==> config.mk <==
export PLATFORM = sky130hd
export DESIGN_NAME = pllh_holdover_ctrl
export DESIGN_NICKNAME = d
export VERILOG_FILES = /design/src/pllh_pkg.sv /design/src/pllh_holdover_ctrl.sv
export SDC_FILE = /design/constraint.sdc
export NUM_CORES = 1
export LEC_CHECK = 0
export BUFFER_PORTS_ARGS = -buffer_cell sky130_fd_sc_hd__clkbuf_2
export CAP_MARGIN = 25
export CELL_PAD_IN_SITES_DETAIL_PLACEMENT = 0
export CELL_PAD_IN_SITES_GLOBAL_PLACEMENT = 1
export CORE_ASPECT_RATIO = 0.8
export CORE_MARGIN = 3
export CORE_UTILIZATION = 46
export CTS_CLUSTER_SIZE = 30
export DETAILED_ROUTE_END_ITERATION = 7
export PLACE_DENSITY_LB_ADDON = 0.1
export SYNTH_ARGS = -nofsm -noshare
export SYNTH_HDL_FRONTEND = slang
export SYNTH_SLANG_ARGS = --single-unit
==> constraint.sdc <==
create_clock -name ref_clk -period 5.1 [get_ports ref_clk]
set_input_delay 1.02 -clock ref_clk [delete_from_list [all_inputs] [get_ports ref_clk]]
set_output_delay 1.02 -clock ref_clk [all_outputs]
set_load 0.01 [all_outputs]
==> src/pllh_pkg.sv <==
// constants for the pll holdover and lock control block
package pllh_pkg;
   // register word indices (byte address = index * 4)
   localparam logic [9:0] IDX_STATUS_PIN = 10'h017;
   localparam logic [9:0] IDX_LOCK_DET = 10'h018;
   localparam logic [9:0] IDX_LD_PIN = 10'h01A;
   localparam logic [9:0] IDX_REFERENCE_MONITOR_PIN_PIN = 10'h01B;
   localparam logic [9:0] IDX_REF_SEL = 10'h01C;
   localparam logic [9:0] IDX_HOLD_CFG = 10'h01D;
   localparam logic [9:0] IDX_STATE = 10'h040;
   localparam logic [9:0] IDX_CHARGE_TC = 10'h041;
   // field positions
   localparam int STATUS_SEL_LSB = 2;
   localparam int LOCK_CNT_LSB = 5;
   localparam int LOCK_WIN_BIT = 4;
   localparam int DLD_OFF_BIT = 3;
   localparam int REF_SEL_LSB = 1;
   localparam int HOLD_EN0_BIT = 0;
   localparam int HOLD_EXT_BIT = 1;
   localparam int HOLD_EN2_BIT = 2;
   localparam int CMP_EN_BIT = 3;
   // lock pin selector codes
   localparam logic [5:0] LD_SEL_DLD = 6'h00;
   localparam logic [5:0] LD_SEL_ALD = 6'h01;
   localparam logic [5:0] LD_SEL_CSRC = 6'h04;
   // comparator codes on the monitor and status pin selectors
   localparam logic [4:0] REFERENCE_MONITOR_PIN_CMP_HI = 5'h0A;
   localparam logic [4:0] REFERENCE_MONITOR_PIN_CMP_LO = 5'h1A;
   localparam logic [5:0] STATUS_CMP_HI = 6'h0A;
   localparam logic [5:0] STATUS_CMP_LO = 6'h1A;
   // consecutive in-window cycles per lock counter code
   localparam logic [7:0] LOCK_CYC_0 = 8'h05;
   localparam logic [7:0] LOCK_CYC_1 = 8'h10;
   localparam logic [7:0] LOCK_CYC_2 = 8'h40;
   localparam logic [7:0] LOCK_CYC_3 = 8'hFF;
   // reset values
   localparam logic [5:0] RST_STATUS_SEL = 6'h00;
   localparam logic [6:0] RST_LOCK_DET = 7'h00;
   localparam logic [5:0] RST_LD_SEL = 6'h00;
   localparam logic [4:0] RST_REFERENCE_MONITOR_PIN_SEL = 5'h00;
   localparam logic [3:0] RST_REF_SEL = 4'h0;
   localparam logic [3:0] RST_HOLD_CFG = 4'h0;
   localparam logic [15:0] RST_CHARGE_TC = 16'h0100;
   typedef enum logic [1:0] {HO_IDLE, HO_HOLD, HO_REARM} pllh_ho_t;
endpackage

==> src/pllh_holdover_ctrl.sv <==
// holdover, lock detect and lock pin control with an ahb-lite register slave
`timescale 1ns/1ps
module pllh_holdover_ctrl
#(
   parameter int LOCK_W = 8,
   parameter int CHARGE_W = 16
)
(
   input wire logic ref_clk,
   input wire logic rst_n,
   input wire logic hsel,
   input wire logic [31:0] haddr,
   input wire logic [1:0] htrans,
   input wire logic hwrite,
   input wire logic [2:0] hsize,
   input wire logic [31:0] hwdata,
   input wire logic hready,
   output logic [31:0] hrdata,
   output logic hreadyout,
   output logic hresp,
   input wire logic syncPinN,
   input wire logic pfdRefEdge,
   input wire logic phaseInLockHi,
   input wire logic phaseInLockLo,
   input wire logic phaseBeyondUnlock,
   input wire logic analogLockFlag,
   output logic chargePumpHiZ,
   output logic bCounterReset,
   output logic digitalLockFlag,
   output logic lockPinOut,
   output logic lockPinOe,
   output logic lockPinSource,
   output logic referenceMonitorPin,
   output logic statusPin,
   output logic autoSwitchEn,
   output logic preferSecondRef,
   output logic [1:0] refBufEn
);
   import pllh_pkg::*;

   initial
   begin
      if (LOCK_W < 8 || CHARGE_W < 1 || CHARGE_W > 16)
      begin
         $error("pllh_holdover_ctrl: unsupported counter widths");
      end
   end

   typedef struct packed {
      logic [5:0] statusSel;
      logic [1:0] lockCnt;
      logic lockWin;
      logic dldOff;
      logic [5:0] ldSel;
      logic [4:0] refmonSel;
      logic [3:0] refSel;
      logic [3:0] holdCfg;
      logic [CHARGE_W-1:0] chargeTc;
      logic wrPend;
      logic [9:0] wrIdx;
      logic [31:0] rdata;
      logic readyOut;
      logic [2:0] syncPipe;
      logic syncLevel;
      logic digital_lock_flag;
      logic [LOCK_W-1:0] inWinCnt;
      logic [CHARGE_W-1:0] chargeCnt;
      pllh_ho_t hoState;
      logic cpHiZ;
      logic bReset;
      logic ldOut;
      logic ldOe;
      logic ldSrc;
      logic reference_monitor_pin;
      logic status;
   } pllh_state_t;

   localparam pllh_state_t ST_RESET = '{
      statusSel: RST_STATUS_SEL,
      lockCnt: RST_LOCK_DET[6:5],
      lockWin: RST_LOCK_DET[4],
      dldOff: RST_LOCK_DET[3],
      ldSel: RST_LD_SEL,
      refmonSel: RST_REFERENCE_MONITOR_PIN_SEL,
      refSel: RST_REF_SEL,
      holdCfg: RST_HOLD_CFG,
      chargeTc: RST_CHARGE_TC[CHARGE_W-1:0],
      wrPend: 1'b0,
      wrIdx: 10'h000,
      rdata: 32'h0000_0000,
      readyOut: 1'b1,
      syncPipe: 3'h7,
      syncLevel: 1'b1,
      digital_lock_flag: 1'b0,
      inWinCnt: '0,
      chargeCnt: '0,
      hoState: HO_IDLE,
      cpHiZ: 1'b0,
      bReset: 1'b0,
      ldOut: 1'b0,
      ldOe: 1'b0,
      ldSrc: 1'b0,
      reference_monitor_pin: 1'b0,
      status: 1'b0
   };

   pllh_state_t st;
   pllh_state_t next_st;

   logic hoEn;
   logic manualMode;
   logic cmpEn;
   logic cmpOut;
   logic ldRaw;
   logic ldLevel;
   logic inLock;
   logic syncFall;
   logic syncAgree;
   logic addrOk;
   logic [LOCK_W-1:0] lockNeed;
   logic [9:0] rdIdx;

   //////////////////////////////////////////////////////////////////////////
   // decoded configuration and lock pin level
   always_comb
   begin
      hoEn = st.holdCfg[HOLD_EN0_BIT] & st.holdCfg[HOLD_EN2_BIT];
      manualMode = st.holdCfg[HOLD_EXT_BIT];
      cmpEn = st.holdCfg[CMP_EN_BIT];
      // comparator trips once the modelled capacitor reaches its threshold
      cmpOut = (st.chargeCnt >= st.chargeTc);
      case (st.ldSel)
         LD_SEL_DLD: ldRaw = st.digital_lock_flag;
         LD_SEL_ALD: ldRaw = analogLockFlag;
         LD_SEL_CSRC: ldRaw = cmpOut;
         default: ldRaw = 1'b0;
      endcase
      ldLevel = cmpEn ? ldRaw : 1'b1;
      inLock = st.lockWin ? phaseInLockLo : phaseInLockHi;
      case (st.lockCnt)
         2'b00: lockNeed = LOCK_W'(LOCK_CYC_0);
         2'b01: lockNeed = LOCK_W'(LOCK_CYC_1);
         2'b10: lockNeed = LOCK_W'(LOCK_CYC_2);
         default: lockNeed = LOCK_W'(LOCK_CYC_3);
      endcase
      syncAgree = (st.syncPipe[1] == st.syncPipe[2]);
      syncFall = syncAgree & st.syncLevel & ~st.syncPipe[2];
      addrOk = (haddr[31:12] == 20'h00000) && (haddr[1:0] == 2'b00);
      rdIdx = haddr[11:2];
   end

   //////////////////////////////////////////////////////////////////////////
   // next state
   always_comb
   begin
      next_st = st;
      next_st.bReset = 1'b0;

      // bus: zero wait states, write lands in the data phase
      next_st.readyOut = 1'b1;
      if (st.wrPend)
      begin
         case (st.wrIdx)
            IDX_STATUS_PIN: next_st.statusSel = hwdata[STATUS_SEL_LSB +: 6];
            IDX_LOCK_DET:
            begin
               next_st.lockCnt = hwdata[LOCK_CNT_LSB +: 2];
               next_st.lockWin = hwdata[LOCK_WIN_BIT];
               next_st.dldOff = hwdata[DLD_OFF_BIT];
            end
            IDX_LD_PIN: next_st.ldSel = hwdata[5:0];
            IDX_REFERENCE_MONITOR_PIN_PIN: next_st.refmonSel = hwdata[4:0];
            IDX_REF_SEL: next_st.refSel = hwdata[REF_SEL_LSB +: 4];
            IDX_HOLD_CFG: next_st.holdCfg = hwdata[3:0];
            IDX_CHARGE_TC: next_st.chargeTc = hwdata[CHARGE_W-1:0];
            default: next_st.chargeTc = st.chargeTc;
         endcase
      end
      next_st.wrPend = 1'b0;
      if (hsel && htrans[1] && hready)
      begin
         next_st.wrPend = hwrite && addrOk;
         next_st.wrIdx = rdIdx;
         next_st.rdata = 32'h0000_0000;
         if (!hwrite && addrOk)
         begin
            case (rdIdx)
               IDX_STATUS_PIN: next_st.rdata[STATUS_SEL_LSB +: 6] = st.statusSel;
               IDX_LOCK_DET: next_st.rdata[6:3] = {st.lockCnt, st.lockWin, st.dldOff};
               IDX_LD_PIN: next_st.rdata[5:0] = st.ldSel;
               IDX_REFERENCE_MONITOR_PIN_PIN: next_st.rdata[4:0] = st.refmonSel;
               IDX_REF_SEL: next_st.rdata[REF_SEL_LSB +: 4] = st.refSel;
               IDX_HOLD_CFG: next_st.rdata[3:0] = st.holdCfg;
               IDX_STATE: next_st.rdata[6:0] = {st.hoState, ldLevel, st.syncLevel,
                                                 st.cpHiZ, cmpOut, st.digital_lock_flag};
               IDX_CHARGE_TC: next_st.rdata[CHARGE_W-1:0] = st.chargeTc;
               default: next_st.rdata = 32'h0000_0000;
            endcase
         end
      end

      // sync pin: three stages, a change counts once the last two agree
      next_st.syncPipe = {st.syncPipe[1:0], syncPinN};
      if (syncAgree)
      begin
         next_st.syncLevel = st.syncPipe[2];
      end

      // digital lock detect, evaluated once per reference phase detector edge
      if (st.dldOff)
      begin
         next_st.digital_lock_flag = 1'b0;
         next_st.inWinCnt = '0;
      end
      else if (pfdRefEdge)
      begin
         if (phaseBeyondUnlock)
         begin
            next_st.digital_lock_flag = 1'b0;
            next_st.inWinCnt = '0;
         end
         else if (inLock)
         begin
            if (st.inWinCnt != {LOCK_W{1'b1}})
            begin
               next_st.inWinCnt = st.inWinCnt + 1'b1;
            end
            if (st.inWinCnt + 1'b1 >= lockNeed)
            begin
               next_st.digital_lock_flag = 1'b1;
            end
         end
         else
         begin
            // between the two windows: flag holds, run starts over
            next_st.inWinCnt = '0;
         end
      end

      // capacitor model: any unlocked cycle discharges at once
      if (!st.digital_lock_flag)
      begin
         next_st.chargeCnt = '0;
      end
      else if (!cmpOut)
      begin
         next_st.chargeCnt = st.chargeCnt + 1'b1;
      end

      // holdover sequencing
      case (st.hoState)
         HO_IDLE:
         begin
            if (hoEn && manualMode && syncFall)
            begin
               next_st.hoState = HO_HOLD;
               next_st.cpHiZ = 1'b1;
            end
            else if (hoEn && !manualMode && !ldLevel)
            begin
               next_st.hoState = HO_HOLD;
               next_st.cpHiZ = 1'b1;
            end
         end
         HO_HOLD:
         begin
            // pfdRefEdge is the selected reference, so a switchover blip ends here
            if (pfdRefEdge && (!manualMode || st.syncLevel))
            begin
               next_st.hoState = manualMode ? HO_IDLE : HO_REARM;
               next_st.cpHiZ = 1'b0;
               next_st.bReset = 1'b1;
            end
            else
            begin
               next_st.cpHiZ = 1'b1;
            end
         end
         HO_REARM:
         begin
            // avoids retriggering while the loop is still reacquiring
            if (ldLevel)
            begin
               next_st.hoState = HO_IDLE;
            end
         end
         default: next_st.hoState = HO_IDLE;
      endcase
      if (!hoEn)
      begin
         next_st.hoState = HO_IDLE;
         next_st.cpHiZ = 1'b0;
         next_st.bReset = 1'b0;
      end

      // lock indicator pin drive
      next_st.ldSrc = 1'b0;
      next_st.ldOut = 1'b0;
      next_st.ldOe = 1'b0;
      case (st.ldSel)
         LD_SEL_DLD:
         begin
            next_st.ldOut = next_st.digital_lock_flag;
            next_st.ldOe = 1'b1;
         end
         LD_SEL_ALD:
         begin
            next_st.ldOut = analogLockFlag;
            next_st.ldOe = 1'b1;
         end
         LD_SEL_CSRC:
         begin
            next_st.ldSrc = next_st.digital_lock_flag;
            next_st.ldOe = ~next_st.digital_lock_flag;
         end
         default: next_st.ldOe = 1'b0;
      endcase

      // comparator routed to monitor and status pins
      case (st.refmonSel)
         REFERENCE_MONITOR_PIN_CMP_HI: next_st.reference_monitor_pin = cmpOut;
         REFERENCE_MONITOR_PIN_CMP_LO: next_st.reference_monitor_pin = ~cmpOut;
         default: next_st.reference_monitor_pin = 1'b0;
      endcase
      case (st.statusSel)
         STATUS_CMP_HI: next_st.status = cmpOut;
         STATUS_CMP_LO: next_st.status = ~cmpOut;
         default: next_st.status = 1'b0;
      endcase
   end

   always_ff @(posedge ref_clk or negedge rst_n)
   begin
      if (!rst_n)
      begin
         st <= ST_RESET;
      end
      else
      begin
         st <= next_st;
      end
   end

   //////////////////////////////////////////////////////////////////////////
   // outputs straight from the state register, except hresp which is tied low
   assign hrdata = st.rdata;
   assign hreadyout = st.readyOut;
   assign hresp = 1'b0;
   assign chargePumpHiZ = st.cpHiZ;
   assign bCounterReset = st.bReset;
   assign digitalLockFlag = st.digital_lock_flag;
   assign lockPinOut = st.ldOut;
   assign lockPinOe = st.ldOe;
   assign lockPinSource = st.ldSrc;
   assign referenceMonitorPin = st.reference_monitor_pin;
   assign statusPin = st.status;
   assign autoSwitchEn = st.refSel[3];
   assign preferSecondRef = st.refSel[2];
   assign refBufEn = st.refSel[1:0];
endmodule // pllh_holdover_ctrl

==> results summary <==
The number of buffers and inverters on the critical path came out at 0. The total of cells resized after clock tree synthesis is 0. The number of failing hold endpoints at the final stage came out at 0. The analysis attributes to net switching a power of 452 uW. The initial antenna violation count came out at 0. The global routing usage summed across all routing layers is 19.7%. Synthesis inferred 110 register bits. Traced cell by cell, the critical path runs through ha_1 > nand3_1 > nor2_1 > xor2_1 > ha_1 > a21oi_1 > o211ai_1 > a211oi_1 > nor2_1 > a2bb2o_1. The routed wire length is 13.9 mm.

The synthesized cell area came out at 6060 sq um. The via-per-instance ratio is 5.58. The net count reported at finish came out at 744.

The worst register-to-register path has a depth of 10. The analysis attributes to cell leakage a power of 3.19 nW. The internal power summed over all cells is 1.36 mW. The library cell used most frequently in the layout, excluding fill and tap cells, is dfrtp_1. The floorplan has 36 rows. The standard cell with the maximum stage delay on the critical path is dfrtp_1.

The instance count along the most critical hold path came out at 0. After routing, the total negative slack on setup checks comes to 0 ns. Once the clock tree was built, the setup fixing pass inserted 0 buffers. After layout, the worst path uses 54.6% of the clock period. The combinational share of power is 7.6%. The number of instances in the synthesized netlist is 571.

The number of primary I/O pins is 126. The synthesis-to-layout area growth is 11.5%. The hold buffer count at cts came out at 0. Setup repair after global routing left no endpoint under its margin. The class of the most critical hold timing path is flip-flop to flip-flop. STA classifies the critical path startpoint as a flip-flop. Summing the sequential cell areas from Yosys gives 45.5% of the chip area. The number of gates on the worst path with buffers counted came out at 10. The commonest register cell after synthesis is dfrtp_1.

The dominant delay contributor by cell family on the critical path is compound AO/OA/AOI/OAI gates. The first global-routing pass estimated 22.7 mm of wire. The floorplan die width came out at 134 um. In this run the remaining antenna-violating nets after routing total 0. The total overflow left after global routing is 0.

STA classifies the critical path endpoint as a flip-flop. The number of violations reported at the end of detailed-routing iteration 0 came out at 245. The TritonCTS sink count is 110.

The tree is rooted in a clkbuf_16. The number of enable flip-flop cells after synthesis is 0. Data on the critical path is required at its endpoint by 5.34 ns. The count of max-cap constraint violations came out at 0.

Measured along the y axis, the die boundary spans 109 um. The top cell types in the final layout, fill and taps aside, are dfrtp_1 (105), clkbuf_2 (86), mux2_2 (55), nand2_1 (32). The starting density of the core came out at 48.4%.

The routed layout has 4529 vias. The highest cell delay on the worst timing path is 0.43 ns. The detailed-route wire length per cell came out at 17.1 um.

The detailed-router iteration count before antenna repair is 4. The number of filler instances in the final layout came out at 1168. The number of pins exceeding their max-slew limit in the final report came out at 0. Port buffering added 87 buffers. After clock tree synthesis, the clock-pin slew on the worst setup and hold paths is 0.08 ns. The critical path class is flip-flop to flip-flop.

Data on the critical path arrives at its endpoint at 3.02 ns. At the pin with the least slew margin, the transition time is 0.928 ns. Based on the critical path, the design can be clocked at up to 359 MHz. The H-tree was split into 3 levels. In this run, distinct cell masters in the synthesized netlist total 69. The later-pin clock latency in the skew report is 0.35 ns. The share of flip-flops with an asynchronous set or reset came out at 100%. The die covers 14600 sq um.

The placer's final routability congestion estimate came out at 0.857. The Yosys step of the flow raised 0 warnings. Entering global routing, the biggest net connects 73 pins.

The number of setup violations in the final report is 0. The final critical-path setup slack is 2.32 ns. The flow ran to the end, and the final reports show no timing, DRC or antenna violations. The mean cell area of the mapped netlist is 10.6 sq um.

The half-perimeter wire length after placement came out at 10.5 mm. The number of design rule violations left after detail routing is 0. The sequential fraction of design power is 51.7%.

The number of clock buffers inserted by TritonCTS came out at 9. The shortest clock period the worst path allows after layout is 2.78 ns. The post-route netlist has 27.0% of its cells at a drive strength greater than 1.

The number of antenna diodes in the final layout is 0. TritonCTS built the clock tree. The maximum vdd ir drop came out at 208 uV. The worst slew margin relative to its limit is 38.1%. The longest clock path from root to sink contains 2 buffers. The fraction of power spent switching nets is 25.0%. The clock skew after layout came out at 0.00815 ns.

Before CTS, the worst setup slack after placement is 2.09 ns. Of all nets on the critical path, the largest fanout is 6. The power per unit of standard cell area is 268 nW/um^2. The area of the core is 12500 sq um. The number of global-route vias before repair is 4412. The clock share of power came out at 40.7%.
## synthesized netlist by cell type, types with 3 or more instances
| library cell | n | area (sq um) |
|---|---|---|
| and3_1 | 6 | 37.5 |
| nand3b_1 | 4 | 30.0 |
| nor2_1 | 28 | 105 |
| nand4_1 | 9 | 56.3 |
| nand3_1 | 18 | 90.1 |
| o31ai_1 | 11 | 82.6 |
| mux2_2 | 55 | 619 |
| xor2_1 | 3 | 26.3 |
| nor4b_1 | 3 | 26.3 |
| nand2b_1 | 10 | 62.6 |
| a22oi_1 | 5 | 37.5 |
| buf_4 | 36 | 270 |
| mux2i_1 | 7 | 70.1 |
| a21o_1 | 4 | 30.0 |
| ha_1 | 29 | 363 |
| nand2_1 | 32 | 120 |
| nor3_1 | 9 | 45.0 |
| xnor2_1 | 6 | 52.6 |
| a21oi_1 | 22 | 110 |
| or4_1 | 11 | 82.6 |
| a22o_1 | 14 | 123 |
| o21a_1 | 5 | 37.5 |
| and4b_1 | 3 | 30.0 |
| dfstp_2 | 5 | 131 |
| clkbuf_1 | 13 | 48.8 |
| inv_1 | 29 | 109 |
| o21ai_0 | 25 | 125 |
| nor4_1 | 7 | 43.8 |
| dfrtp_1 | 105 | 2630 |
## area by class of cell
type	count	area, sq um	area share [%]
Clock inverter	7	90.1	1.33
Timing Repair Buffer	90	460	6.81
Tap cell	171	214	3.16
Clock buffer	9	225	3.33
Sequential cell	110	2760	40.8
Inverter	29	109	1.61
Multi-Input combinational cell	395	2900	42.9
## layer usage
layer | routed length [um] | up-vias | track usage [%]
met5 | 0 | - | 0
met4 | 150 | 0 | 4.29
met3 | 620 | 15 | 4.89
met2 | 6700 | 110 | 32.1
met1 | 6390 | 2219 | 27.0
li1 | - | 2185 | -
## power by group through the flow
stage	combinational [mW]	clock, mW	sequential (mW)
after global routing	0.157	0.794	0.941
after global placement	0.136	0	0.951
after detailed placement	0.140	0	0.952
final	0.138	0.737	0.936
after CTS	0.140	0.763	0.935
after floorplan	0.0876	0	0.943
## stage by stage
stage	hold WS, ns	power [mW]	area (sq um)	cells	utilization [%]
6_report	0.358	1.81	6760	811	54.0
4_1_cts	0.359	1.84	6760	811	54.0
3_3_place_gp	0.346	1.09	6440	795	51.5
2_1_floorplan	0.345	1.03	6120	587	-
3_5_place_dp	0.347	1.09	6440	795	51.5
5_1_grt	0.363	1.89	6760	811	54.0
## kinds of logic (layout without fill, tap and decap cells)
family / after synthesis / after routing / synth area share [%]
and+or+nand+nor: 161 / 161 / 14.7
DFF: 110 / 110 / 45.5
muxes: 62 / 62 / 11.4
AOI/OAI and AO/OA: 116 / 116 / 13.4
xor gates and xnor gates: 9 / 9 / 1.30
buffers and inverters: 82 / 135 / 7.60
adders and majority gates: 29 / 29 / 5.99
other: 2 / 18 / 0.124
## worst paths after layout
path | start | endpoint | slack (ns)
max in group asynchronous | rst_n | st[123] | 3.20
setup reg to reg | st[25] | lockPinOut | 2.32
hold reg to reg | next_st[36] | next_st[37] | 0.36
hold / removal | next_st[36] | next_st[37] | 0.36
min in group asynchronous | rst_n | st[28] | 0.80
setup / recovery | st[25] | lockPinOut | 2.32
## flip-flops by register name (all words and copies together) (netlist names)
signal	cells
st	78
hrdata	16
next_st	2
refBufEn	2
autoSwitchEn	1
bCounterReset	1
chargePumpHiZ	1
cmpEn	1
digitalLockFlag	1
lockPinOe	1
lockPinOut	1
lockPinSource	1
manualMode	1
preferSecondRef	1
referenceMonitorPin	1
statusPin	1
Note: power is estimated with default switching activity, not from simulation.
